===== src/core/sdc_pkg.sv =====
// Shared constants and types of the conversion sequencer and its controller.
// Assumes a single 100 MHz system clock at both ends.
package sdc_pkg;

  typedef enum logic [1:0] {
    MODE_SINGLE = 2'b00,
    MODE_CONT   = 2'b01,
    MODE_MULTI  = 2'b10,
    MODE_TURBO  = 2'b11
  } sdc_mode_t;

  ////////////////////////////////////////////////////////////////////////////////
  // Timing
  localparam int SYS_CLK_HZ = 100_000_000;
  localparam int MOD_CLK_HZ = 12_500_000;
  localparam int MOD_DIV    = SYS_CLK_HZ / MOD_CLK_HZ;
  localparam int DIV_W      = $clog2(MOD_DIV);

  ////////////////////////////////////////////////////////////////////////////////
  // Decimator
  localparam int             RES_W      = 12;
  localparam int             CIC_ORDER  = 4;
  localparam int             ACC_W      = 25;
  localparam int             OUT_SHIFT  = 12;
  localparam logic [5:0]     OSR12_LAST = 6'h3f;
  localparam logic [5:0]     OSR8_LAST  = 6'h1f;
  localparam logic [11:0]    RES12_MAX  = 12'hfff;
  localparam logic [11:0]    RES8_MAX   = 12'h0ff;
  localparam logic [2:0]     PRIME_LAST = 3'h3;
  localparam int             MUX_W      = 4;

  ////////////////////////////////////////////////////////////////////////////////
  // Register map (byte addresses)
  localparam int          ADR_W        = 5;
  localparam logic [4:0]  REG_CTRL     = 5'h00;
  localparam logic [4:0]  REG_STATUS   = 5'h04;
  localparam logic [4:0]  REG_RESULT   = 5'h08;
  localparam logic [4:0]  REG_MUX      = 5'h0c;
  localparam logic [4:0]  REG_IRQ_STAT = 5'h10;
  localparam logic [4:0]  REG_IRQ_CLR  = 5'h14;
  localparam logic [4:0]  REG_IRQ_EN   = 5'h18;

  localparam int CTRL_START   = 0;
  localparam int CTRL_MODE_LO = 1;
  localparam int CTRL_MODE_HI = 2;
  localparam int CTRL_RES8    = 3;
  localparam int CTRL_EN      = 4;
  localparam int CTRL_TRIG_EN = 5;
  localparam int STAT_DONE    = 0;
  localparam int STAT_BUSY    = 1;
  localparam int IRQ_DONE     = 0;

  localparam logic [1:0]       MODE_RST   = 2'h0;
  localparam logic [MUX_W-1:0] MUX_RST    = 4'h0;
  localparam logic             IRQ_EN_RST = 1'b0;

endpackage


===== src/core/sdc_if.sv =====
// Link between the conversion sequencer and its bus-side controller.
// Assumes both ends run on the same system clock.
`timescale 1ns/1ps
`default_nettype none
interface sdc_if;
  import sdc_pkg::*;
  logic              soc;      // Start of conversion, one-cycle pulse
  logic              run_en;   // Converter enabled
  sdc_mode_t         mode;     // Operating mode
  logic              res8;     // 8-bit fast resolution
  logic              mux_chg;  // Input mux changed, one-cycle pulse
  logic              rd;       // Result read, one-cycle pulse
  logic              eoc;      // End of conversion, level
  logic              busy;     // Sequence in progress
  logic [RES_W-1:0]  result;   // Conversion result
  modport dev  (input soc, run_en, mode, res8, mux_chg, rd, output eoc, busy, result);
  modport host (output soc, run_en, mode, res8, mux_chg, rd, input eoc, busy, result);
endinterface
`default_nettype wire


===== src/core/sdc_dev.sv =====
// Conversion sequencer and fourth-order sinc decimator of a delta-sigma ADC.
// Assumes a 1-bit modulator stream on a pin and a controller on the link.
// Function
// RULE_01 - Four modes: single, continuous, multi, turbo
// RULE_02 - Start by control bit or start input
// RULE_03 - Done sets status, output high until read
// RULE_04 - Single: four conversions, first three prime
// RULE_05 - Single: back to standby after read
// RULE_06 - Continuous: three priming periods, then every period
// RULE_07 - Multi: re-prime before each sample, auto restart
// RULE_08 - Mux change: invalid until fourth sample after
// RULE_09 - 12-bit or faster 8-bit resolution
// RULE_10 - Serial modulator stream to parallel words
// RULE_11 - Fourth-order sinc response
// RULE_12 - Done output drives interrupt or DMA request
// RULE_13 - System polls status or uses done signal
// RULE_14 - Start input optional in continuous mode
// RULE_15 - External trigger drives start input
// RULE_16 - No switched inputs in continuous mode
// RULE_17 - Start ignored while sequence runs
// RULE_18 - Turbo follows multi sample sequencing
//
// Chosen here: the Wishbone slave port and the address map.
`timescale 1ns/1ps
`default_nettype none
module sdc_dev
  import sdc_pkg::*;
(
  input  wire logic i_clk,      // System clock
  input  wire logic i_srst,     // Synchronous reset, active high
  input  wire logic i_mod_bit,  // Modulator bit stream
  output var  logic o_mod_ce,   // Modulator sample strobe
  sdc_if.dev        sb          // Link to controller
);

  typedef enum logic [1:0] {
    ST_IDLE = 2'b00,
    ST_RUN  = 2'b01,
    ST_HOLD = 2'b10
  } sdc_state_t;

  sdc_state_t        state;
  sdc_state_t        next_state;
  sdc_mode_t         mode_q;
  logic              res8_q;
  logic [2:0]        mod_sync;
  logic              mod_lvl;
  logic [DIV_W-1:0]  div_cnt;
  logic [5:0]        dcnt;
  logic [5:0]        osr_last;
  logic [2:0]        conv_cnt;
  logic              running;
  logic              start_ok;
  logic              tick;
  logic              res_ev;
  logic              restart;
  logic              cic_clr;
  logic [ACC_W-1:0]  integ [CIC_ORDER];
  logic [ACC_W-1:0]  dly   [CIC_ORDER];
  logic [ACC_W-1:0]  comb_v [CIC_ORDER+1];

  function automatic logic [RES_W-1:0] sat_res(input logic [ACC_W-1:0] v, input logic r8);
    logic [ACC_W-1:0] sh;
    logic [RES_W-1:0] mx;
    sh = v >> OUT_SHIFT;
    mx = r8 ? RES8_MAX : RES12_MAX;
    sat_res = (sh > ACC_W'(mx)) ? mx : sh[RES_W-1:0];
  endfunction

  ////////////////////////////////////////////////////////////////////////////////
  // Modulator pin synchroniser and sample strobe
  always_ff @(posedge i_clk) begin
    if (i_srst) begin
      mod_sync <= 3'h0;
    end else begin
      mod_sync <= {mod_sync[1:0], i_mod_bit};
    end
  end

  always_ff @(posedge i_clk) begin
    if (i_srst) begin
      mod_lvl <= 1'b0;
    end else if (mod_sync[1] == mod_sync[2]) begin
      mod_lvl <= mod_sync[2];
    end
  end

  always_ff @(posedge i_clk) begin
    if (i_srst) begin
      div_cnt  <= '0;
      o_mod_ce <= 1'b0;
    end else begin
      o_mod_ce <= (div_cnt == DIV_W'(MOD_DIV - 1));
      div_cnt  <= (div_cnt == DIV_W'(MOD_DIV - 1)) ? '0 : div_cnt + 1'b1;
    end
  end

  ////////////////////////////////////////////////////////////////////////////////
  // Sequencing terms
  always_comb begin
    running  = (state != ST_IDLE);
    osr_last = res8_q ? OSR8_LAST : OSR12_LAST;                  // RULE_09
    start_ok = sb.soc && sb.run_en && (state == ST_IDLE);      // RULE_02 RULE_17 RULE_14
    tick     = (state == ST_RUN) && o_mod_ce && (dcnt == osr_last);
    res_ev   = tick && !sb.mux_chg && (conv_cnt == PRIME_LAST);   // RULE_04 RULE_06
    restart  = res_ev && ((mode_q == MODE_MULTI) || (mode_q == MODE_TURBO)); // RULE_07 RULE_18
    cic_clr  = start_ok || restart;                            // RULE_07
  end

  always_ff @(posedge i_clk) begin
    if (i_srst) begin
      mode_q <= MODE_SINGLE;
      res8_q <= 1'b0;
    end else if (start_ok) begin
      mode_q <= sb.mode;                                       // RULE_01
      res8_q <= sb.res8;
    end
  end

  ////////////////////////////////////////////////////////////////////////////////
  // Decimator: four integrators at modulator rate, four combs per conversion
  always_ff @(posedge i_clk) begin
    if (i_srst || cic_clr) begin
      for (int k = 0; k < CIC_ORDER; k++) begin
        integ[k] <= '0;
      end
    end else if (running && o_mod_ce) begin
      integ[0] <= integ[0] + {{(ACC_W-1){1'b0}}, mod_lvl};      // RULE_10
      for (int k = 1; k < CIC_ORDER; k++) begin
        integ[k] <= integ[k] + integ[k-1];                     // RULE_11
      end
    end
  end

  always_ff @(posedge i_clk) begin
    if (i_srst || cic_clr) begin
      dcnt <= 6'h0;
    end else if (running && o_mod_ce) begin
      dcnt <= (dcnt == osr_last) ? 6'h0 : dcnt + 6'h1;
    end
  end

  always_comb begin
    comb_v[0] = integ[CIC_ORDER-1];
    for (int k = 0; k < CIC_ORDER; k++) begin
      comb_v[k+1] = comb_v[k] - dly[k];                        // RULE_11
    end
  end

  always_ff @(posedge i_clk) begin
    if (i_srst || cic_clr) begin
      for (int k = 0; k < CIC_ORDER; k++) begin
        dly[k] <= '0;
      end
    end else if (tick) begin
      for (int k = 0; k < CIC_ORDER; k++) begin
        dly[k] <= comb_v[k];
      end
    end
  end

  ////////////////////////////////////////////////////////////////////////////////
  // Priming count; a mux change restarts priming but leaves the pipeline contents in place
  always_ff @(posedge i_clk) begin
    if (i_srst || cic_clr) begin
      conv_cnt <= 3'h0;
    end else if (sb.mux_chg) begin
      conv_cnt <= 3'h0;                                        // RULE_08
    end else if (tick && conv_cnt != PRIME_LAST) begin
      conv_cnt <= conv_cnt + 3'h1;                             // RULE_04 RULE_06
    end
  end

  ////////////////////////////////////////////////////////////////////////////////
  // Result word and end of conversion
  always_ff @(posedge i_clk) begin
    if (i_srst) begin
      sb.result <= '0;
    end else if (res_ev) begin
      sb.result <= sat_res(comb_v[CIC_ORDER], res8_q);         // RULE_09 RULE_10
    end
  end

  // New result wins over a read in the same cycle
  always_ff @(posedge i_clk) begin
    if (i_srst) begin
      sb.eoc <= 1'b0;
    end else if (res_ev) begin
      sb.eoc <= 1'b1;                                          // RULE_03 RULE_12
    end else if (sb.rd) begin
      sb.eoc <= 1'b0;                                          // RULE_03
    end
  end

  ////////////////////////////////////////////////////////////////////////////////
  // Sequencer state machine
  always_comb begin
    next_state = state;
    case (state)
      ST_IDLE: begin
        if (start_ok) begin
          next_state = ST_RUN;
        end
      end
      ST_RUN: begin
        if (!sb.run_en) begin
          next_state = ST_IDLE;
        end else if (res_ev && mode_q == MODE_SINGLE) begin
          next_state = ST_HOLD;                                // RULE_04
        end
      end
      ST_HOLD: begin
        if (!sb.run_en || !sb.eoc) begin
          next_state = ST_IDLE;                                // RULE_05
        end
      end
      default: begin
        next_state = ST_IDLE;
      end
    endcase
  end

  always_ff @(posedge i_clk) begin
    if (i_srst) begin
      state   <= ST_IDLE;
      sb.busy <= 1'b0;
    end else begin
      state   <= next_state;
      sb.busy <= (next_state != ST_IDLE);
    end
  end

endmodule
`default_nettype wire


===== src/flat_wrapper.sv =====
// flat-port wrapper written by rule: the top's interface ports become plain ports
module sdc_dev_flat import sdc_pkg::*;
  (i_clk, i_srst, i_mod_bit, o_mod_ce, sb_soc, sb_run_en, sb_mode, sb_res8, sb_mux_chg, sb_rd, sb_eoc, sb_busy, sb_result);
  sdc_if sb_i ();
  input  wire logic i_clk;
  input  wire logic i_srst;
  input  wire logic i_mod_bit;
  output var  logic o_mod_ce;
  input wire logic [$bits(sb_i.soc)-1:0] sb_soc;
  input wire logic [$bits(sb_i.run_en)-1:0] sb_run_en;
  input wire logic [$bits(sb_i.mode)-1:0] sb_mode;
  input wire logic [$bits(sb_i.res8)-1:0] sb_res8;
  input wire logic [$bits(sb_i.mux_chg)-1:0] sb_mux_chg;
  input wire logic [$bits(sb_i.rd)-1:0] sb_rd;
  output wire logic [$bits(sb_i.eoc)-1:0] sb_eoc;
  output wire logic [$bits(sb_i.busy)-1:0] sb_busy;
  output wire logic [$bits(sb_i.result)-1:0] sb_result;
  assign sb_i.soc = sb_soc;
  assign sb_i.run_en = sb_run_en;
  assign sb_i.mode = sb_mode;
  assign sb_i.res8 = sb_res8;
  assign sb_i.mux_chg = sb_mux_chg;
  assign sb_i.rd = sb_rd;
  assign sb_eoc = sb_i.eoc;
  assign sb_busy = sb_i.busy;
  assign sb_result = sb_i.result;
  sdc_dev u_core (.i_clk(i_clk), .i_srst(i_srst), .i_mod_bit(i_mod_bit), .o_mod_ce(o_mod_ce), .sb(sb_i));
endmodule

===== config.mk =====
export PLATFORM = sky130hd
export DESIGN_NAME = sdc_dev_flat
export DESIGN_NICKNAME = d
export VERILOG_FILES = /design/src/core/sdc_pkg.sv /design/src/core/sdc_if.sv /design/src/core/sdc_dev.sv /design/src/flat_wrapper.sv
export SDC_FILE = /design/constraint.sdc
export NUM_CORES = 1
export LEC_CHECK = 0
export ABC_AREA = 1
export BUFFER_PORTS_ARGS = -buffer_cell sky130_fd_sc_hd__buf_2
export CAP_MARGIN = 5
export CORE_MARGIN = 5
export CORE_UTILIZATION = 55
export DETAILED_ROUTE_END_ITERATION = 10
export GPL_TIMING_DRIVEN = 0
export PLACE_DENSITY = 0.79
export SLEW_MARGIN = 10
export SYNTH_ARGS = -nofsm -noshare
export SYNTH_HDL_FRONTEND = slang
export SYNTH_SLANG_ARGS = --single-unit
export TNS_END_PERCENT = 10

===== constraint.sdc =====
create_clock -name i_clk -period 17.7 [get_ports i_clk]
set_clock_uncertainty 0.15 [all_clocks]
set_input_delay 0.885 -clock i_clk [delete_from_list [all_inputs] [get_ports i_clk]]
set_output_delay 0.885 -clock i_clk [all_outputs]
set_load 0.02 [all_outputs]

-- Word level (Yosys, flattened, before mapping)
Memories as Yosys holds them, arrays and structs flattened.
Index checks and enable logic that the tools add are counted.
- add/subtract/negate cells: 11
- $lt $le $gt $ge: 1
- equality and inequality tests: 9
- multiplexer cells: 27
- bitwise operators: 8
- reductions and logical operators: 24
- operators with widths (kind ; count):
    25-bit 2-to-1 mux ; 8
    25-bit subtractor ; 4
    25-bit adder ; 3
    25-bit by 1-bit adder with 25-bit output ; 1
    12-bit 2-to-1 mux ; 2
    13-bit by 12-bit > comparator with 1-bit output ; 1
    6-bit 2-to-1 mux ; 2
    1-bit logical AND ; 10
    1-bit 2-to-1 mux ; 10
    2-bit 2-to-1 mux ; 4
    1-bit OR ; 8
    3-bit by 1-bit adder with 3-bit output (second input constant) ; 2
    6-bit by 1-bit adder with 6-bit output (second input constant) ; 1
    2-bit == test (second input constant) ; 3
    6-bit == test ; 1
    2-bit case mux with 3 select lines ; 1
    2-bit nonzero test ; 3
    2-bit logical NOT ; 2
    1-bit logical OR ; 4
    2-bit OR reduction ; 2
    3-bit by 2-bit == test with 1-bit output (second input constant) ; 1
    3-bit == test (second input constant) ; 1
    1-bit logical NOT ; 3
    3-bit by 2-bit != test with 1-bit output (second input constant) ; 1
    other kinds (2) ; 2
- flip-flop bits (word level): 36
- memory bits (writable): 200
- word-level logic and storage cells: 94
- memories kept: 2
- memory list (name ; depth ; bits a word ; read ports ; clocked after memory_dff ; wr ports ; line ; RTL):
    u_core.dly ; 4 ; 25 ; 4 ; 0 ; 4 ; sdc_dev.sv:59 ; logic [ACC_W-1:0] dly [CIC_ORDER];
    u_core.integ ; 4 ; 25 ; 4 ; 0 ; 4 ; sdc_dev.sv:58 ; logic [ACC_W-1:0] integ [CIC_ORDER];

-- Depth between registers and ports, before layout
- depth after elaboration: 11
- gate-level depth with buffers: 52

-- Worst setup path after synthesis
Ideal clock, no wire load.
- kind: reg-to-reg
- start: memory u_core.integ[3][2]
- end: register u_core.sb.result[10]
- data arrival time: 6.874 ns
- required time: 17.441 ns
- path slack: 10.567 ns
- cell stages (with the launch flop): 47
- buffers on the path: 0
- period minus slack after synthesis: 7.133 ns
- cells stage by stage: edfxtp_1 ha_1 a21oi_1 nand2_1 a21oi_1 o21ai_1 a21oi_1 inv_1 a21oi_1 o21bai_1 xor2_1 ha_1 nand4_1 o221ai_1 a21oi_1 inv_1 a21oi_1 o21ai_0 [... 11 more ...] inv_1 nor3_1 nand2_1 o211ai_1 xor2_1 ha_1 nand4_1 nand3b_1 nor2_1 nand3_1 nor2_1 nand4_1 nand2_1 nand3_2 nand2_1 nand3_1 nand2_1 inv_1
- RTL lines (what ; line ; RTL):
    start: declaration ; sdc_dev.sv:58 ;
    end signal: assignment ; sdc_dev.sv:180 ; sb.result <= sat_res(comb_v[CIC_ORDER], res8_q);
    end: declaration ; sdc_if.sv:16 ; modport dev (input soc, run_en, mode, res8, mux_chg, rd, output eoc, busy, result);

==> metrics <==
outcome=complete, no violations; postcts setup bufs=0; delay-heaviest family, CP=simple AND/OR/NAND/NOR gates; kind of start point of the critical path=flip-flop; CTS Root Cell=clkbuf_16; Fill cells=around 2600; CP max stage delay=roughly 0.43 ns; num rows=64; met2 GRT Util=37.95%; largest net degree at the start of global routing=63; Initial Utilization=between 50% and 60%; Leak=approximately 8.7 nW; syn avg cell area=a little over 8 um^2; max_cap viols=0; # hold bufs at CTS=0; share of flip-flops with an asynchronous set or reset=0%; vias per inst=about 5.4; Nets=approximately 2300; synthesis-to-finish area growth=8.585%; Crit path required time=around 18 ns; total wire length=34.37 mm; WS Path Type=reg2reg; Final Non-Filler Cells=2566; Clock power frac=19.1%; most common cell after layout, fill and taps aside=inv_1; Ys Warns=0; global route overflow=0; slowest cell on the critical path=edfxtp_1; Comb pwr share=~56%; pre-CTS setup slack=between 9 and 10 ns; Mapped Area=roughly 17000 um^2; sequential power share=between 20% and 30%; Chip Height=185.9 um; initial antenna violation count=1; P_int=0.001437 W; CP bufs+invs=5; die area=between 30000 and 40000 um^2; Hold WC Path Type=reg2reg; number of gates resized after cts=0; GRT Total Usage=20.02%; CTS Buf Count=26; Final Cycle Share=between 40% and 50%; Final setup viols=0; DR WL/cell=13.39 um; Cells after Synth=2099; met1 usage in global routing=about a quarter; crit path time final=8.637 ns; CP Max Fanout=8; final setup margin=~9 ns; EDFF count, synth=200; Switching Fraction=45.37%; Yosys cell types=47; Slew @ Worst Pin=0.8600 ns; FF+latch count, synth=236; RSZ-0062 raised after global routing=no; htree depth=1; layout cells sized above 1=~4.6%; Primary FF master, synth=edfxtp_1; number of diodes=0; IO Pins=25; first-pass GRT wire length=between 50 and 60 mm; Syn Nets=2293; Final Hold Viols=0; Worst setup EP type=flip-flop; I/O Buffers=24; most used routing layer=met2; Antenna Violating Nets Remaining=0; pwr dens=142.4 nW/um^2; clock buffer depth=3; GR Layer Usage met3=under 10%; Critical Path AT=8.92 ns; initial drt markers=760; detailed placement HPWL=around 26 mm; Slew headroom=42.67%; worst skew pair latency=about 0.54 ns; number of global-route vias before repair=between 10000 and 15000; crit-path most repeated cell=nand2_1; Die Width=185.9 um; peak supply drop=0.00009279 V; CTS tree=done; Sw Pwr=around 0.0012 W; Clock Sinks=approximately 240; Seq/Total Area, Yosys=between 30 and 40%; drt first pass iters=5; core area=slightly above 30000 um^2; highest-count cells in the layout ignoring fill and taps=inv_1, nand2_1, a21oi_1; Vias=13920; Clock transition at path regs=0.06 ns; Pins Over Slew Limit=0; drt drc=0; # placed instances=2521; Routability Congestion=approximately 0.94; Setup TNS=0 ns; Fmax=roughly 0.12 GHz
==> registers in the layout (all words and copies together) (netlist names), 2 cells and up <==
| name | cells |
|---|---|
| u_core.mode_q | 2 |
| u_core.conv_cnt | 3 |
| u_core.mod_sync | 3 |
| u_core.dcnt | 6 |
| u_core.integ | 100 |
| u_core.div_cnt | 3 |
| u_core.sb.result | 12 |
| u_core.state | 2 |
| u_core.dly | 100 |
==> worst register-to-register path: cells and delay by family, from the launching register on <==
family          cells  cell delay (ns)
flops               1             0.43
compound gates     10             1.77
fa+ha+maj           5             1.71
simple gates       22             3.28
xor+xnor            4             0.82
buf+inv             5             0.37
==> synthesized netlist by cell type, types with 2 or more instances <==
cell type	number	area share (%)
or2_2	7	0.26
nor2_1	225	5.0
a21oi_1	255	7.5
a211oi_1	3	0.13
inv_1	382	8.4
buf_2	9	0.26
clkbuf_1	7	0.15
nand2_1	318	7.0
a31oi_1	11	0.40
xor2_1	68	3.5
nand4_1	24	0.88
nand3_1	82	2.4
xnor2_1	24	1.2
o31ai_1	4	0.18
o21ai_0	118	3.5
edfxtp_1	200	35
o21bai_1	13	0.57
a21boi_0	9	0.40
nor4_1	9	0.33
and2_1	5	0.18
o21a_1	23	1.0
o221ai_1	4	0.21
o21ai_1	6	0.18
nand3b_1	4	0.18
a31o_2	2	0.10
o211ai_1	2	0.088
nand3_2	3	0.18
a21o_1	7	0.31
buf_4	6	0.26
o211a_1	2	0.12
ha_1	178	13
nor3b_1	5	0.22
nor3_1	27	0.79
dfxtp_1	36	4.2
inv_2	4	0.088
fa_1	6	0.71
==> per-layer routing <==
layer  vias up  routed length [um]
li1       7163                   -
met1      6379               14560
met2       290               17210
met3        90                1332
met4         2                1253
met5         -                  13
==> area by class of cell <==
cell class | count | area (um^2) | share of cell area, %
clock buffers | 35 | 725.7 | 3.929
multi-input cells | 1454 | 8728 | 47.26
clock inverters | 10 | 56.30 | 0.3049
inverters | 386 | 1449 | 7.845
well taps | 396 | 495.5 | 2.683
flip-flops and latches | 236 | 6726 | 36.42
plain buffers | 23 | 120.1 | 0.6504
repair buffers | 26 | 167.7 | 0.9078
==> logic make-up after synthesis <==
logic type | Yosys count | share of synthesized area, %
AO/OA/AOI/OAI | 462 | 14.87
adder cells (fa/ha/maj) | 184 | 13.80
buffers and inverters | 409 | 9.225
flip-flops | 236 | 39.55
XOR/XNOR | 92 | 4.737
AND/OR/NAND/NOR | 716 | 17.82
==> power groups by stage <==
| stage | combinational, W | clock, W | sequential, W |
|---|---|---|---|
| 6_report | 0.00148 | 0.000502 | 0.000644 |
| 5_1_grt | 0.00170 | 0.000532 | 0.000647 |
| 4_1_cts | 0.00147 | 0.000510 | 0.000644 |
| 3_5_place_dp | 0.00146 | 0 | 0.000656 |
| 3_3_place_gp | 0.00140 | 0 | 0.000658 |
| 2_1_floorplan | 0.00115 | 0 | 0.000653 |
==> through the flow <==
| stage | total power [W] | utilization, % | hold WS [ns] | area [um^2] |
|---|---|---|---|---|
| after floorplan | 0.001808 | - | 0.2383 | 17010 |
| after global placement | 0.002058 | 57.62 | 0.2527 | 17620 |
| after detailed placement | 0.002114 | 57.82 | 0.2572 | 17690 |
| after CTS | 0.002627 | 60.38 | 0.2681 | 18470 |
| after global routing | 0.002875 | 60.38 | 0.2925 | 18470 |
| final | 0.002630 | 60.38 | 0.2637 | 18470 |
==> path summary, 6_finish.rpt <==
kind	slack, ns	cells past startpoint	end	startpoint
max	9.06	46	u_core.sb.result[9]	u_core.integ[3][2]
min	0.26	2	u_core.mod_sync[1]	u_core.mod_sync[0]
max reg2reg	9.06	46	u_core.sb.result[9]	u_core.integ[3][2]
min reg2reg	0.26	2	u_core.mod_sync[1]	u_core.mod_sync[0]
No activity file was read; power rests on OpenSTA's default activity.
